## src/rtl/stc_pkg.sv

```systemverilog
package stc_pkg;

   // Register map, byte addresses on the plain register port.
   localparam logic [7:0] ADDR_FLAG = 8'h0c;
   localparam logic [7:0] ADDR_LOW = 8'h0e;
   localparam logic [7:0] ADDR_HIGH = 8'h0f;
   localparam logic [7:0] ADDR_CTRL = 8'h10;
   localparam logic [7:0] ADDR_IEN = 8'h8c;

   // Control register fields.
   localparam int CTL_ON = 0;
   localparam int CTL_SRC = 1;
   localparam int CTL_NOSYNC = 2;
   localparam int CTL_OSC = 3;
   localparam int CTL_PS_LO = 4;
   localparam int CTL_PS_HI = 5;
   localparam int CTL_W = 6;
   localparam logic [5:0] CTRL_RESET = 6'h00;
   localparam logic [1:0] CTRL_UNUSED = 2'h0;

   // Overflow flag and its enable sit in bit 0 of their registers.
   localparam int FLAG_BIT = 0;
   localparam logic [6:0] FLAG_PAD = 7'h00;

   localparam logic [15:0] CNT_ZERO = 16'h0000;
   localparam logic [15:0] CNT_MAX = 16'hffff;
   localparam logic [15:0] CNT_ONE = 16'h0001;
   localparam logic [7:0] BYTE_ZERO = 8'h00;

   // Pin order inside the two-bit pin groups.
   localparam int PIN_CKI = 0;
   localparam int PIN_OSI = 1;
   localparam logic [1:0] PINS_INPUT = 2'h3;
   localparam logic [1:0] PINS_ZERO = 2'h0;

   // The instruction clock runs at one quarter of the core clock.
   localparam int CLK_PERIOD_NS = 4;
   localparam int INSTR_DIV = 4;
   localparam logic [1:0] DIV_LAST = 2'(INSTR_DIV - 1);
   localparam logic [1:0] DIV_ONE = 2'h1;
   localparam logic [1:0] DIV_ZERO = 2'h0;

   localparam logic [2:0] PRE_ZERO = 3'h0;
   localparam logic [2:0] PRE_ONE = 3'h1;

   // Low prescaler bits that must all be set before a count is passed on.
   function automatic logic [2:0] stc_ps_mask(input logic [1:0] sel);
      case (sel)
         2'h0: stc_ps_mask = 3'h0;
         2'h1: stc_ps_mask = 3'h1;
         2'h2: stc_ps_mask = 3'h3;
         default: stc_ps_mask = 3'h7;
      endcase
   endfunction : stc_ps_mask

endpackage : stc_pkg

```

## src/rtl/stc_timer.sv

```systemverilog
// Summary of operation
// - Sixteen-bit count from two readable, writable bytes, counting up and wrapping.
// - Overflow latches the flag; the interrupt fires only when enabled.
// - Control bit 1 picks external rising edges or the quarter-rate clock.
// - Control bit 0 runs counting; clearing it holds the count.
// - Control bits 5:4 pick prescale 1:1, 1:2, 1:4 or 1:8.
// - Control bit 3 powers the oscillator; clear powers its inverter down.
// - Oscillator on forces both its pins to inputs reading zero.
// - Control bit 2 chooses synchronised or raw external clock; ignored internally.
// - External edges come from oscillator input pin or external clock pin.
// - The prescaler sits ahead of the synchronisation stage.
// - Synchronised counting stops in sleep while the prescaler keeps counting external edges.
// - Unsynchronised counting continues in sleep and overflow can wake.
// - Unsynchronised mode offers no time base to capture or compare.
// - Either compare module's trigger clears the count.
// - A trigger clear never sets the overflow flag.
// - A count write coinciding with a trigger wins over it.
// - Writing either count byte clears the prescaler.
//
// Our own choice: the strobed register port.
`timescale 1ns/10ps
module stc_timer (
   input wire logic clk_in,
   input wire logic arst_n_in,
   input wire logic ce_in,
   input wire logic [7:0] addr_in,
   input wire logic [7:0] wr_data_in,
   input wire logic wr_in,
   input wire logic rd_in,
   output logic [7:0] rd_data_out,
   input wire logic sleep_in,
   input wire logic [1:0] trigger_in,
   input wire logic osc_input_pin_in,
   input wire logic ext_clock_pin_in,
   input wire logic [1:0] port_direction_bits_in,
   output logic [1:0] port_direction_eff_out,
   output logic [1:0] port_pins_read_out,
   output logic osc_amp_enable_out,
   output logic irq_out,
   output logic wake_out,
   output logic [15:0] count_out,
   output logic timebase_valid_out
);

   typedef struct packed {
      logic [5:0] ctrl;
      logic [15:0] cnt;
      logic flag;
      logic ien;
      logic [2:0] pre;
      logic [1:0] div;
      logic [1:0] pin_s1;
      logic [1:0] pin_s2;
      logic edge_prev;
      logic sync_tick;
      logic [7:0] rdata;
   } stc_state_t;

   stc_state_t s_reg;
   stc_state_t s_next;

   logic rst_q1_reg;
   logic rst_n;
   logic osc_en;
   logic src_ext;
   logic async_mode;
   logic running;
   logic ext_level;
   logic ext_rise;
   logic instr_tick;
   logic src_tick;
   logic pre_tick;
   logic pre_done;
   logic inc;
   logic trig;
   logic wr_low;
   logic wr_high;
   logic wr_cnt;
   logic wr_flag;
   logic [2:0] ps_mask;

   // Reset is released through two flops so every state flop leaves
   // reset on the same edge.
   always_ff @(posedge clk_in or negedge arst_n_in) begin
      if (!arst_n_in) begin
         rst_q1_reg <= 1'b0;
         rst_n <= 1'b0;
      end else begin
         rst_q1_reg <= 1'b1;
         rst_n <= rst_q1_reg;
      end
   end

   assign osc_en = s_reg.ctrl[stc_pkg::CTL_OSC];
   assign src_ext = s_reg.ctrl[stc_pkg::CTL_SRC];
   assign running = s_reg.ctrl[stc_pkg::CTL_ON];
   // The no-sync bit only matters when the external source is picked.
   assign async_mode = src_ext & s_reg.ctrl[stc_pkg::CTL_NOSYNC];
   assign ps_mask = stc_pkg::stc_ps_mask(
      s_reg.ctrl[stc_pkg::CTL_PS_HI:stc_pkg::CTL_PS_LO]);

   // Only the second synchroniser stage is looked at.
   assign ext_level = osc_en ? s_reg.pin_s2[stc_pkg::PIN_OSI]
                             : s_reg.pin_s2[stc_pkg::PIN_CKI];
   assign ext_rise = ext_level & ~s_reg.edge_prev;
   // The instruction clock halts in sleep, so timer mode freezes there.
   assign instr_tick = (s_reg.div == stc_pkg::DIV_LAST) & ~sleep_in;
   assign src_tick = src_ext ? ext_rise : instr_tick;
   assign pre_tick = running & src_tick;
   assign pre_done = pre_tick & ((s_reg.pre & ps_mask) == ps_mask);

   // In synchronised modes the prescaled tick passes one more flop stage,
   // which is switched off in sleep; the raw path bypasses it.
   assign inc = async_mode ? pre_done
              : (s_reg.sync_tick & ~sleep_in & running);

   assign trig = |trigger_in;
   assign wr_low = wr_in & (addr_in == stc_pkg::ADDR_LOW);
   assign wr_high = wr_in & (addr_in == stc_pkg::ADDR_HIGH);
   assign wr_cnt = wr_low | wr_high;
   assign wr_flag = wr_in & (addr_in == stc_pkg::ADDR_FLAG);

   always_comb begin
      s_next = s_reg;
      s_next.pin_s1 = {osc_input_pin_in, ext_clock_pin_in};
      s_next.pin_s2 = s_reg.pin_s1;
      s_next.edge_prev = ext_level;
      s_next.div = s_reg.div + stc_pkg::DIV_ONE;
      s_next.sync_tick = pre_done & ~async_mode;

      if (wr_cnt) begin
         s_next.pre = stc_pkg::PRE_ZERO;
      end else if (pre_tick) begin
         s_next.pre = s_reg.pre + stc_pkg::PRE_ONE;
      end

      if (wr_flag) begin
         s_next.flag = wr_data_in[stc_pkg::FLAG_BIT];
      end
      if (wr_in && addr_in == stc_pkg::ADDR_IEN) begin
         s_next.ien = wr_data_in[stc_pkg::FLAG_BIT];
      end
      if (wr_in && addr_in == stc_pkg::ADDR_CTRL) begin
         s_next.ctrl = wr_data_in[stc_pkg::CTL_W-1:0];
      end

      // A write beats both the trigger and an increment in its cycle.
      if (wr_cnt) begin
         if (wr_low) begin
            s_next.cnt[7:0] = wr_data_in;
         end
         if (wr_high) begin
            s_next.cnt[15:8] = wr_data_in;
         end
      end else if (trig) begin
         s_next.cnt = stc_pkg::CNT_ZERO;
      end else if (inc) begin
         s_next.cnt = s_reg.cnt + stc_pkg::CNT_ONE;
         if (s_reg.cnt == stc_pkg::CNT_MAX) begin
            // Set wins over a software clear in the same cycle.
            s_next.flag = 1'b1;
         end
      end

      s_next.rdata = stc_pkg::BYTE_ZERO;
      if (rd_in) begin
         case (addr_in)
            stc_pkg::ADDR_LOW: s_next.rdata = s_reg.cnt[7:0];
            stc_pkg::ADDR_HIGH: s_next.rdata = s_reg.cnt[15:8];
            stc_pkg::ADDR_CTRL: begin
               s_next.rdata = {stc_pkg::CTRL_UNUSED, s_reg.ctrl};
            end
            stc_pkg::ADDR_FLAG: begin
               s_next.rdata = {stc_pkg::FLAG_PAD, s_reg.flag};
            end
            stc_pkg::ADDR_IEN: begin
               s_next.rdata = {stc_pkg::FLAG_PAD, s_reg.ien};
            end
            default: s_next.rdata = stc_pkg::BYTE_ZERO;
         endcase
      end
   end

   always_ff @(posedge clk_in or negedge rst_n) begin
      if (!rst_n) begin
         s_reg <= '0;
      end else if (ce_in) begin
         s_reg <= s_next;
      end
   end

   assign rd_data_out = s_reg.rdata;
   assign count_out = s_reg.cnt;
   // Raw external counts are not safe to sample from another module.
   assign timebase_valid_out = ~async_mode;
   assign osc_amp_enable_out = osc_en;
   assign port_direction_eff_out = osc_en ? stc_pkg::PINS_INPUT
                                          : port_direction_bits_in;
   assign port_pins_read_out = osc_en ? stc_pkg::PINS_ZERO
                                      : s_reg.pin_s2;
   assign irq_out = s_reg.flag & s_reg.ien;
   assign wake_out = irq_out & sleep_in;
endmodule : stc_timer

```

## config.mk

```make
export PLATFORM = sky130hd
export DESIGN_NAME = stc_timer
export DESIGN_NICKNAME = d
export VERILOG_FILES = /design/src/rtl/stc_pkg.sv /design/src/rtl/stc_timer.sv
export SDC_FILE = /design/constraint.sdc
export NUM_CORES = 1
export LEC_CHECK = 0
export BUFFER_PORTS_ARGS = -buffer_cell sky130_fd_sc_hd__buf_2
export CAP_MARGIN = 20
export CORE_ASPECT_RATIO = 0.9
export CORE_UTILIZATION = 49
export CTS_CLUSTER_DIAMETER = 30
export DETAILED_ROUTE_END_ITERATION = 10
export MAX_ROUTING_LAYER = met4
export PLACE_DENSITY_LB_ADDON = 0.12
export SLEW_MARGIN = 30
export SYNTH_ARGS = -nofsm -noshare
export SYNTH_HDL_FRONTEND = slang
export SYNTH_SLANG_ARGS = --single-unit
```

## constraint.sdc

```tcl
create_clock -name clk_in -period 1.6 [get_ports clk_in]
set_clock_uncertainty 0.2 [all_clocks]
set_input_delay 0.08 -clock clk_in [delete_from_list [all_inputs] [get_ports clk_in]]
set_output_delay 0.08 -clock clk_in [all_outputs]
set_load 0.02 [all_outputs]
```

# ---- Word level (Yosys, flattened, before mapping)
# Cells that the tools add are included.
dict set report word_totals {
  output_inout_bits 32
  register_bits 45
  word_cells 77
}
dict set report classes {
  reduce_logical 11
  n_mux 19
  bitwise 18
  n_addsub 3
  n_eq_ne 12
}
# cell n
set op_table {}
lappend op_table {{$pmux W8 S5} 1}
lappend op_table {{$mux W16} 2}
lappend op_table {{$eq A8 B4 Y1 const B} 3}
lappend op_table {{$mux W8} 3}
lappend op_table {{$mux W17} 1}
lappend op_table {{$add A16 B1 Y16 const B} 1}
lappend op_table {{$eq A16 B16 Y1 const B} 1}
lappend op_table {{$and A1 B1 Y1} 13}
lappend op_table {{$pmux W3 S3} 1}
lappend op_table {{$eq A8 B5 Y1 const B} 1}
lappend op_table {{$eq A8 B8 Y1 const B} 1}
lappend op_table {{$mux W1} 7}
lappend op_table {{$mux W3} 2}
lappend op_table {{$reduce_and A2 Y1} 3}
lappend op_table {{$reduce_and A3 Y1} 2}
lappend op_table {{$eq A2 B2 Y1 const B} 2}
lappend op_table {{$mux W2} 2}
lappend op_table {{$ne A2 B2 Y1 const B} 2}
lappend op_table {{$add A3 B1 Y3 const B} 1}
lappend op_table {{$and A3 B3 Y3} 1}
lappend op_table {{$eq A3 B3 Y1} 1}
lappend op_table {{$not A1 Y1} 3}
lappend op_table {{$reduce_bool A3 Y1} 1}
lappend op_table {{$add A2 B1 Y2 const B} 1}
lappend op_table {{other kinds (6)} 7}

# ---- Depth between registers and ports, before layout
# Gate-level depths: netlist of the first run.
dict set report logic_depth {
  ltp_word 9
  mapped_depth 8
}

# ---- Worst setup path after synthesis of the first run
# OpenSTA, ideal clock, no wires.
dict set report synth_timing {
  path_kind {flip-flop to flip-flop}
  start {register s_reg[14] (netlist bit)}
  end {register s_reg (netlist bit count_out[5])}
  setup_ps 121
  synth_period_minus_slack_ps 2463
  n_path_buf 0
  setup_slack_ps -863
  path_stages_with_launch 8
  t_arrival_ps 2142
  path_cell_list {dfrtp_1 > ha_1 > or4bb_1 > o31ai_4 > a31oi_4 > a221oi_4 > a21bo_2 > a22o_1}
}
dict set report synth_via {
  elab_chain_len 8
}
# element line_no
set synth_rtl {}
lappend synth_rtl {{start: declaration} stc_timer.sv:59} ;# stc_state_t s_reg;
lappend synth_rtl {{start signal: assignment} stc_timer.sv:188} ;# s_reg <= s_next;
lappend synth_rtl {{$eq A2 B2 Y1} stc_timer.sv:107} ;# assign instr_tick = (s_reg.div == stc_pkg::DIV_LAST) & ~sleep_in;
lappend synth_rtl {{$and A1 B1 Y1} stc_timer.sv:107}
lappend synth_rtl {{$mux W1} stc_timer.sv:108} ;# assign src_tick = src_ext ? ext_rise : instr_tick;
lappend synth_rtl {{$and A1 B1 Y1} stc_timer.sv:109} ;# assign pre_tick = running & src_tick;
lappend synth_rtl {{$and A1 B1 Y1} stc_timer.sv:110} ;# assign pre_done = pre_tick & ((s_reg.pre & ps_mask) == ps_mask);
lappend synth_rtl {{$mux W1} stc_timer.sv:114} ;# assign inc = async_mode ? pre_done
lappend synth_rtl {{$reduce_bool A3 Y1 (no line)} --}
lappend synth_rtl {{$reduce_and A3 Y1 (no line)} --}
# Every way passes these cells.
# A chain may end at the register's enable or synchronous reset.

# ---- Final worst setup path of the first run
dict set report layout_timing {
  start {register s_reg[14] (netlist bit)}
  end {register s_reg (netlist bit count_out[10])}
}
# The elaborated chain is that of the path after synthesis.

==> results.sh, run 1 <==
export IMPL_crit_family="compound AO/OA/AOI/OAI gates"
export IMPL_ys_seq_area_share_pct=42.1
export IMPL_path_cells="ha_1 > or4bb_4 > o31ai_4 > a31oi_4 > buf_4 > a221o_1 > a21o_1 > a22o_1"
export IMPL_num_nets_final=416
export IMPL_synth_top_family_by_area="compound AO/OA/AOI/OAI gates"
export IMPL_slowest_delay_ns=0.47
export IMPL_port_buffers=59
export IMPL_ir_drop_v=0.000648
export IMPL_grt_pass1_vias=2556
export IMPL_grt_ovfl_total=0
export IMPL_cp_arrival_ns=2.44
export IMPL_crit_buf_inv=1
export IMPL_r2r_end="count_out[10]"
export IMPL_die_area_um2=5760
export IMPL_synthSimpleGateAreaFrac_pct=15.5
export IMPL_synth_area_leaders="dfrtp_1, buf_4, mux2_2"
export IMPL_initial_core_util_pct=51.0
export IMPL_powerDensity_nw_per_um2=658
export IMPL_ys_types=58
export IMPL_reg2reg_depth=8
export IMPL_synthMuxAreaShare_pct=5.79
export IMPL_rsz0062_at_grt="true"
export IMPL_dr_pass1_iters=6
export IMPL_largest_reg_flops=16
export IMPL_grt_pass1_wl_mm=12.4
export IMPL_synth_seq_cells=45
export IMPL_synth_edf_count=0
export IMPL_tritoncts="done"
export IMPL_synth_cells=259
export IMPL_hp_class="reg -> async"
export IMPL_routabilityCongestion=0.828
export IMPL_n_antenna_cell=0
export IMPL_track_usage_pct=29.2
export IMPL_syn_nets=290
export IMPL_fillers=420
export IMPL_synth_most_common_cell="dfrtp_1"
export IMPL_layout_drive_gt1_share_pct=46.1
export IMPL_yosys_area_top_type="dfrtp_1"
export IMPL_worst_ep_required_time_ns=1.58
export IMPL_clock_path_buffers=2
export IMPL_worst_setup_path_type="reg -> reg"
export IMPL_core_um2=5260
export IMPL_vias=2630
export IMPL_whs_ns=-0.0116
export IMPL_fin_crit_sh_pct=153
export IMPL_cts_num_sinks=45
export IMPL_yosysTopAreaCellShare_pct=42.1
export IMPL_violations="negative hold slack, negative setup slack"
export IMPL_die_h_um=72.1
export IMPL_clk_root_buffer_cell="clkbuf_8"
export IMPL_synth_area_um2=2680
export IMPL_htreeDepth=2
export IMPL_clk_latency_ns=0.30
export IMPL_path_clk_slew_ns=0.08
export IMPL_synth_xor_area_share_pct=0.327
export IMPL_report_final_slew_viol_count=0
export IMPL_grt_max_degree=28
export IMPL_pin_count=60
export IMPL_yosys_top_cells_count="dfrtp_1, buf_4, nand2_1, o21ai_0, mux2_2"
export IMPL_syn_avg_cell_area_um2=10.3
export IMPL_ant_nets=0
export IMPL_finalWorstSetupSlack_ns=-0.856
export IMPL_syn2layout_area_growth_pct=39.1
export IMPL_cp_end_kind="flip-flop"
export IMPL_startpoint_type="flip-flop"
export IMPL_regToRegStartpoint="s_reg[14]"
export IMPL_drt_iter0_markers=205
export IMPL_viasPerCell=5.81
export IMPL_numCtsBuffers=5
export IMPL_finalWirelength_mm=7.70
export IMPL_die_w_um=79.9
export IMPL_critPathSlowestCell="or4bb_4"
export IMPL_synth_async_reset_ratio_pct=100
export IMPL_hpwlAfterDp_mm=5.76
export IMPL_yosys_warnings=0
export IMPL_max_cap_violations=0
export IMPL_instances_no_fill=453
export IMPL_antenna_found_initial=0
export IMPL_synth_adder_area_share_pct=1.40
export IMPL_detail_route_wl_per_cell_um=17.0
export IMPL_max_freq_ghz=0.407
export IMPL_synth_compound_area_share_pct=25.5
export IMPL_setup_violations=21
export IMPL_rows=25
export IMPL_min_period_ns=2.46
export IMPL_total_power_mw=2.45
export IMPL_r2r_slack_ns=-0.86
export IMPL_status="complete, but fails checks"
export IMPL_synthFlopType="dfrtp_1"
export IMPL_finalHoldViolCount=16
export IMPL_dp_cells=423
export IMPL_p_leak_nw=1.86
export IMPL_drc=0
export IMPL_cp_max_fo=4
## repair_timing
| action | in CTS | in global routing |
|---|---|---|
| hold endpoints to repair | 23 | 0 |
| setup buffers | 1 | 6 |
| gates cloned | 1 | 1 |
| hold buffers | 13 | 0 |
| resized for setup | 7 | 9 |
| endpoints found under the setup margin | 23 | 23 |
| pin swaps | 0 | 2 |
## cell families after synthesis
| kind of cell | count (synthesis) |
|---|---|
| AO/OA/AOI/OAI | 81 |
| XOR/XNOR | 1 |
| adder cells (fa/ha/maj) | 3 |
| buffers and inverters | 42 |
| flip-flops | 45 |
| multiplexers | 14 |
| other | 1 |
| AND/OR/NAND/NOR | 72 |
## layout make-up
cell class | instances | area [um^2] | share of cell area [%]
timing repair buffer | 151 | 1050 | 28.1
tap | 67 | 83.8 | 2.25
clock buffer | 5 | 68.8 | 1.85
clock inverter | 3 | 17.5 | 0.470
inverter | 8 | 30.0 | 0.806
multi-input combinational | 174 | 1350 | 36.2
sequential | 45 | 1130 | 30.3
## routing by layer
layer	vias up	routed length [um]	track usage, %
met4	0	208	10.9
met2	88	3630	45.4
li1	1222	-	-
met3	24	462	5.03
met1	1296	3400	38.4
met5	-	0	-
## stage by stage
step / setup WS [ns] / setup TNS [ns] / area (um^2) / util, %
2_1_floorplan: -0.740 / -11.14 / 2700 / -
3_3_place_gp: -0.772 / -13.42 / 3400 / 64.6
3_5_place_dp: -0.837 / -14.68 / 3400 / 64.6
4_1_cts: -0.840 / -13.54 / 3650 / 69.4
5_1_grt: -0.926 / -15.61 / 3720 / 70.9
6_report: -0.856 / -13.74 / 3720 / 70.9
## worst max path at each step
stage	depth (start not counted)	from	end	slack, ns
2_1_floorplan	7	s_reg[14]	count_out[5]	-0.74
3_3_place_gp	8	s_reg[14]	count_out[6]	-0.77
3_5_place_dp	8	s_reg[15]	count_out[3]	-0.84
4_1_cts	8	s_reg[14]	count_out[6]	-0.84
5_1_grt	8	s_reg[15]	count_out[6]	-0.93
6_report	8	s_reg[14]	count_out[10]	-0.86
## layout by cell type (no fill, tap or decap), types with 2 or more instances in the layout
cell type	Yosys	routed
o211ai_1	2	2
mux2_2	12	12
o2bb2ai_1	9	9
and4_1	4	4
nand4_1	4	4
nand2b_4	1	3
a22o_1	11	11
dlygate4sd3_1	0	13
o21ai_0	16	9
ha_1	3	3
a21bo_2	2	2
buf_4	24	75
a221oi_4	2	2
nand2b_1	2	2
o31ai_1	8	7
a21oi_1	5	4
inv_1	8	8
dfrtp_2	0	2
buf_6	0	4
nand3_1	9	9
nor2b_1	3	3
o22ai_1	2	2
o31a_1	2	2
nand2_1	20	20
a22oi_1	2	2
clkbuf_8	0	5
clkinv_2	0	2
o21ai_1	0	7
o41ai_1	2	2
dfrtp_1	45	43
nor2_1	7	7
and3_1	8	8
and2_1	2	2
buf_2	2	58
a222oi_1	5	5
## power by group
part | switching [mW] | internal (mW) | total [mW]
Combinational | 0.217 | 0.275 | 0.491
Clock | 0.403 | 0.302 | 0.706
Sequential | 0.0516 | 1.20 | 1.26
Note: power is estimated with default switching activity, not from simulation.
==> inputs of run 2 (changes only) <==
--- a/config.mk
+++ b/config.mk
@@ -9,10 +9,12 @@
 export CAP_MARGIN = 20
 export CORE_ASPECT_RATIO = 0.9
 export CORE_UTILIZATION = 49
+export CTS_BUF_LIST = sky130_fd_sc_hd__clkbuf_8 sky130_fd_sc_hd__clkbuf_16
 export CTS_CLUSTER_DIAMETER = 30
 export DETAILED_ROUTE_END_ITERATION = 10
 export MAX_ROUTING_LAYER = met4
 export PLACE_DENSITY_LB_ADDON = 0.12
+export RECOVER_POWER = 100
 export SLEW_MARGIN = 30
 export SYNTH_ARGS = -nofsm -noshare
 export SYNTH_HDL_FRONTEND = slang
==> run 2 against run 1 <==
Against the previous run:
- the run ends with negative setup slack left
- clock power is essentially flat
- largest power group unchanged
- setup slack gained 0.0038 ns
- combinational power shrank 2%
- die area is the same
==> results.sh, run 2 (synthesis gave the netlist of run 1 again) <==
export IMPL_p_leak_nw=1.73
export IMPL_finalHoldViolCount=0
export IMPL_ir_drop_v=0.000644
export IMPL_grt_util_met3_pct=5.03
export IMPL_track_usage_pct=29.2
export IMPL_fin_crit_sh_pct=153
export IMPL_finalWorstSetupSlack_ns=-0.852
export IMPL_clk_latency_ns=0.30
export IMPL_p_sw_uw=669
export IMPL_num_nets_final=416
export IMPL_grt_use_met1_pct=38.4
export IMPL_port_buffers=59
export IMPL_busiest_layer="met2"
export IMPL_layout_commonest_cell="buf_4"
export IMPL_combPwrFrac_pct=19.7
export IMPL_critPathLaunch="s_reg[14]"
export IMPL_n_antenna_cell=0
export IMPL_grt_util_met2_pct=45.4
export IMPL_switching_share_pct=27.4
export IMPL_cp_max_fo=4
export IMPL_die_w_um=79.9
export IMPL_path_cells="ha_1 > or4bb_4 > o31ai_4 > a31oi_4 > a221oi_4 > buf_4 > a21bo_2 > a22o_1"
export IMPL_layout_drive_gt1_share_pct=37.8
export IMPL_dr_pass1_iters=6
export IMPL_max_cap_violations=0
export IMPL_tritoncts="done"
export IMPL_cts_num_sinks=45
export IMPL_syn2layout_area_growth_pct=36.5
export IMPL_pin_count=60
export IMPL_ant_nets=0
export IMPL_finalWirelength_mm=7.76
export IMPL_routabilityCongestion=0.828
export IMPL_post_route_util_pct=69.6
export IMPL_drc=0
export IMPL_report_final_slew_viol_count=0
export IMPL_largest_reg_flops=16
export IMPL_core_um2=5260
export IMPL_grt_pass1_vias=2556
export IMPL_worst_setup_path_type="reg -> reg"
export IMPL_detail_route_wl_per_cell_um=17.1
export IMPL_r2r_end="count_out[6]"
export IMPL_fin_setup_tns_ns=-13.60
export IMPL_initial_core_util_pct=51.0
export IMPL_fillers=442
export IMPL_hp_class="in -> reg"
export IMPL_maxSlewHeadroom_pct=57.3
export IMPL_drt_iter0_markers=175
export IMPL_power_frac_seq_pct=51.4
export IMPL_critPathSlowestCell="or4bb_4"
export IMPL_status="complete, but fails checks"
export IMPL_p_int_mw=1.77
export IMPL_final_cell_area_um2=3660
export IMPL_rows=25
export IMPL_slowest_delay_ns=0.47
export IMPL_cp_arrival_ns=2.45
export IMPL_setup_violations=22
export IMPL_reg2reg_depth=8
export IMPL_die_area_um2=5760
export IMPL_path_clk_slew_ns=0.09
export IMPL_instances_no_fill=453
export IMPL_numCtsBuffers=5
export IMPL_min_period_ns=2.45
export IMPL_antenna_found_initial=0
export IMPL_powerDensity_nw_per_um2=667
export IMPL_clock_path_buffers=2
export IMPL_critical_path_endpoint="count_out[6]"
export IMPL_placed_area_um2=3400
export IMPL_die_h_um=72.1
export IMPL_grt_ovfl_total=0
export IMPL_whs_ns=0.0573
export IMPL_viasPerCell=5.80
export IMPL_clk_root_buffer_cell="clkbuf_8"
export IMPL_dp_cells=423
export IMPL_grt_pass1_wl_mm=12.4
export IMPL_r2r_slack_ns=-0.85
export IMPL_pre_cts_ws_ns=-0.837
export IMPL_htreeDepth=2
export IMPL_worst_ep_required_time_ns=1.59
export IMPL_vias=2626
export IMPL_total_power_mw=2.44
export IMPL_cp_end_kind="flip-flop"
export IMPL_violations="negative setup slack"
export IMPL_final_cell_mix="buf_4, dfrtp_1, clkbuf_1"
export IMPL_pwr_share_clk_pct=29.0
export IMPL_grt_max_degree=28
export IMPL_hpwlAfterDp_mm=5.76
export IMPL_max_freq_ghz=0.408
export IMPL_worstMarginPinSlew_ns=0.641
export IMPL_regToRegStartpoint="s_reg[14]"
export IMPL_rsz0062_at_grt="true"
export IMPL_startpoint_type="flip-flop"
[run 2: power by group through the flow]
stage          Combinational, mW  Clock (mW)  Sequential (mW)
2_1_floorplan              0.203           0             1.28
5_1_grt                    0.530       0.767             1.26
6_report                   0.479       0.706             1.25
3_5_place_dp               0.427           0             1.28
3_3_place_gp               0.413           0             1.27
4_1_cts                    0.457       0.719             1.26
[run 2: worst max-delay path, delay by kind of cell (launching register included)]
kind | cells | cell delay [ns]
compound gates | 5 | 1.01
fa+ha+maj | 1 | 0.16
buf+inv | 1 | 0.17
flops | 1 | 0.35
simple gates | 1 | 0.47
[run 2: layout make-up]
type / count / area, um^2 / share of cell area [%]
Clock buffer: 5 / 68.8 / 1.88
Clock inverter: 3 / 17.5 / 0.479
Inverter: 8 / 30.0 / 0.821
Multi-Input combinational cell: 174 / 1340 / 36.8
Sequential cell: 45 / 1130 / 30.8
Tap cell: 67 / 83.8 / 2.29
Timing Repair Buffer: 151 / 985 / 26.9
[run 2: how the worst min path moves through the flow]
stage,startpoint,to,depth (start not counted)
4_1_cts,rst_n,s_reg[39],0
6_report,ce_in,s_reg[14],3
2_1_floorplan,arst_n_in,rst_n,0
3_5_place_dp,arst_n_in,rst_q1_reg,1
5_1_grt,ce_in,s_reg[14],3
3_3_place_gp,arst_n_in,rst_q1_reg,1
[run 2: repair_timing]
action,4_1_cts,5_1_grt
resized for setup,7,9
pin swaps,0,2
endpoints found under the setup margin,23,23
buffers inserted,1,6
cloned,1,1
hold buffers,13,0
hold endpoints to repair,23,0
[run 2: routing by layer]
layer / wire length [um] / vias to the layer above
met3: 406 / 21
li1: - / 1217
met2: 3620 / 90
met5: 0 / -
met1: 3540 / 1298
met4: 191 / 0
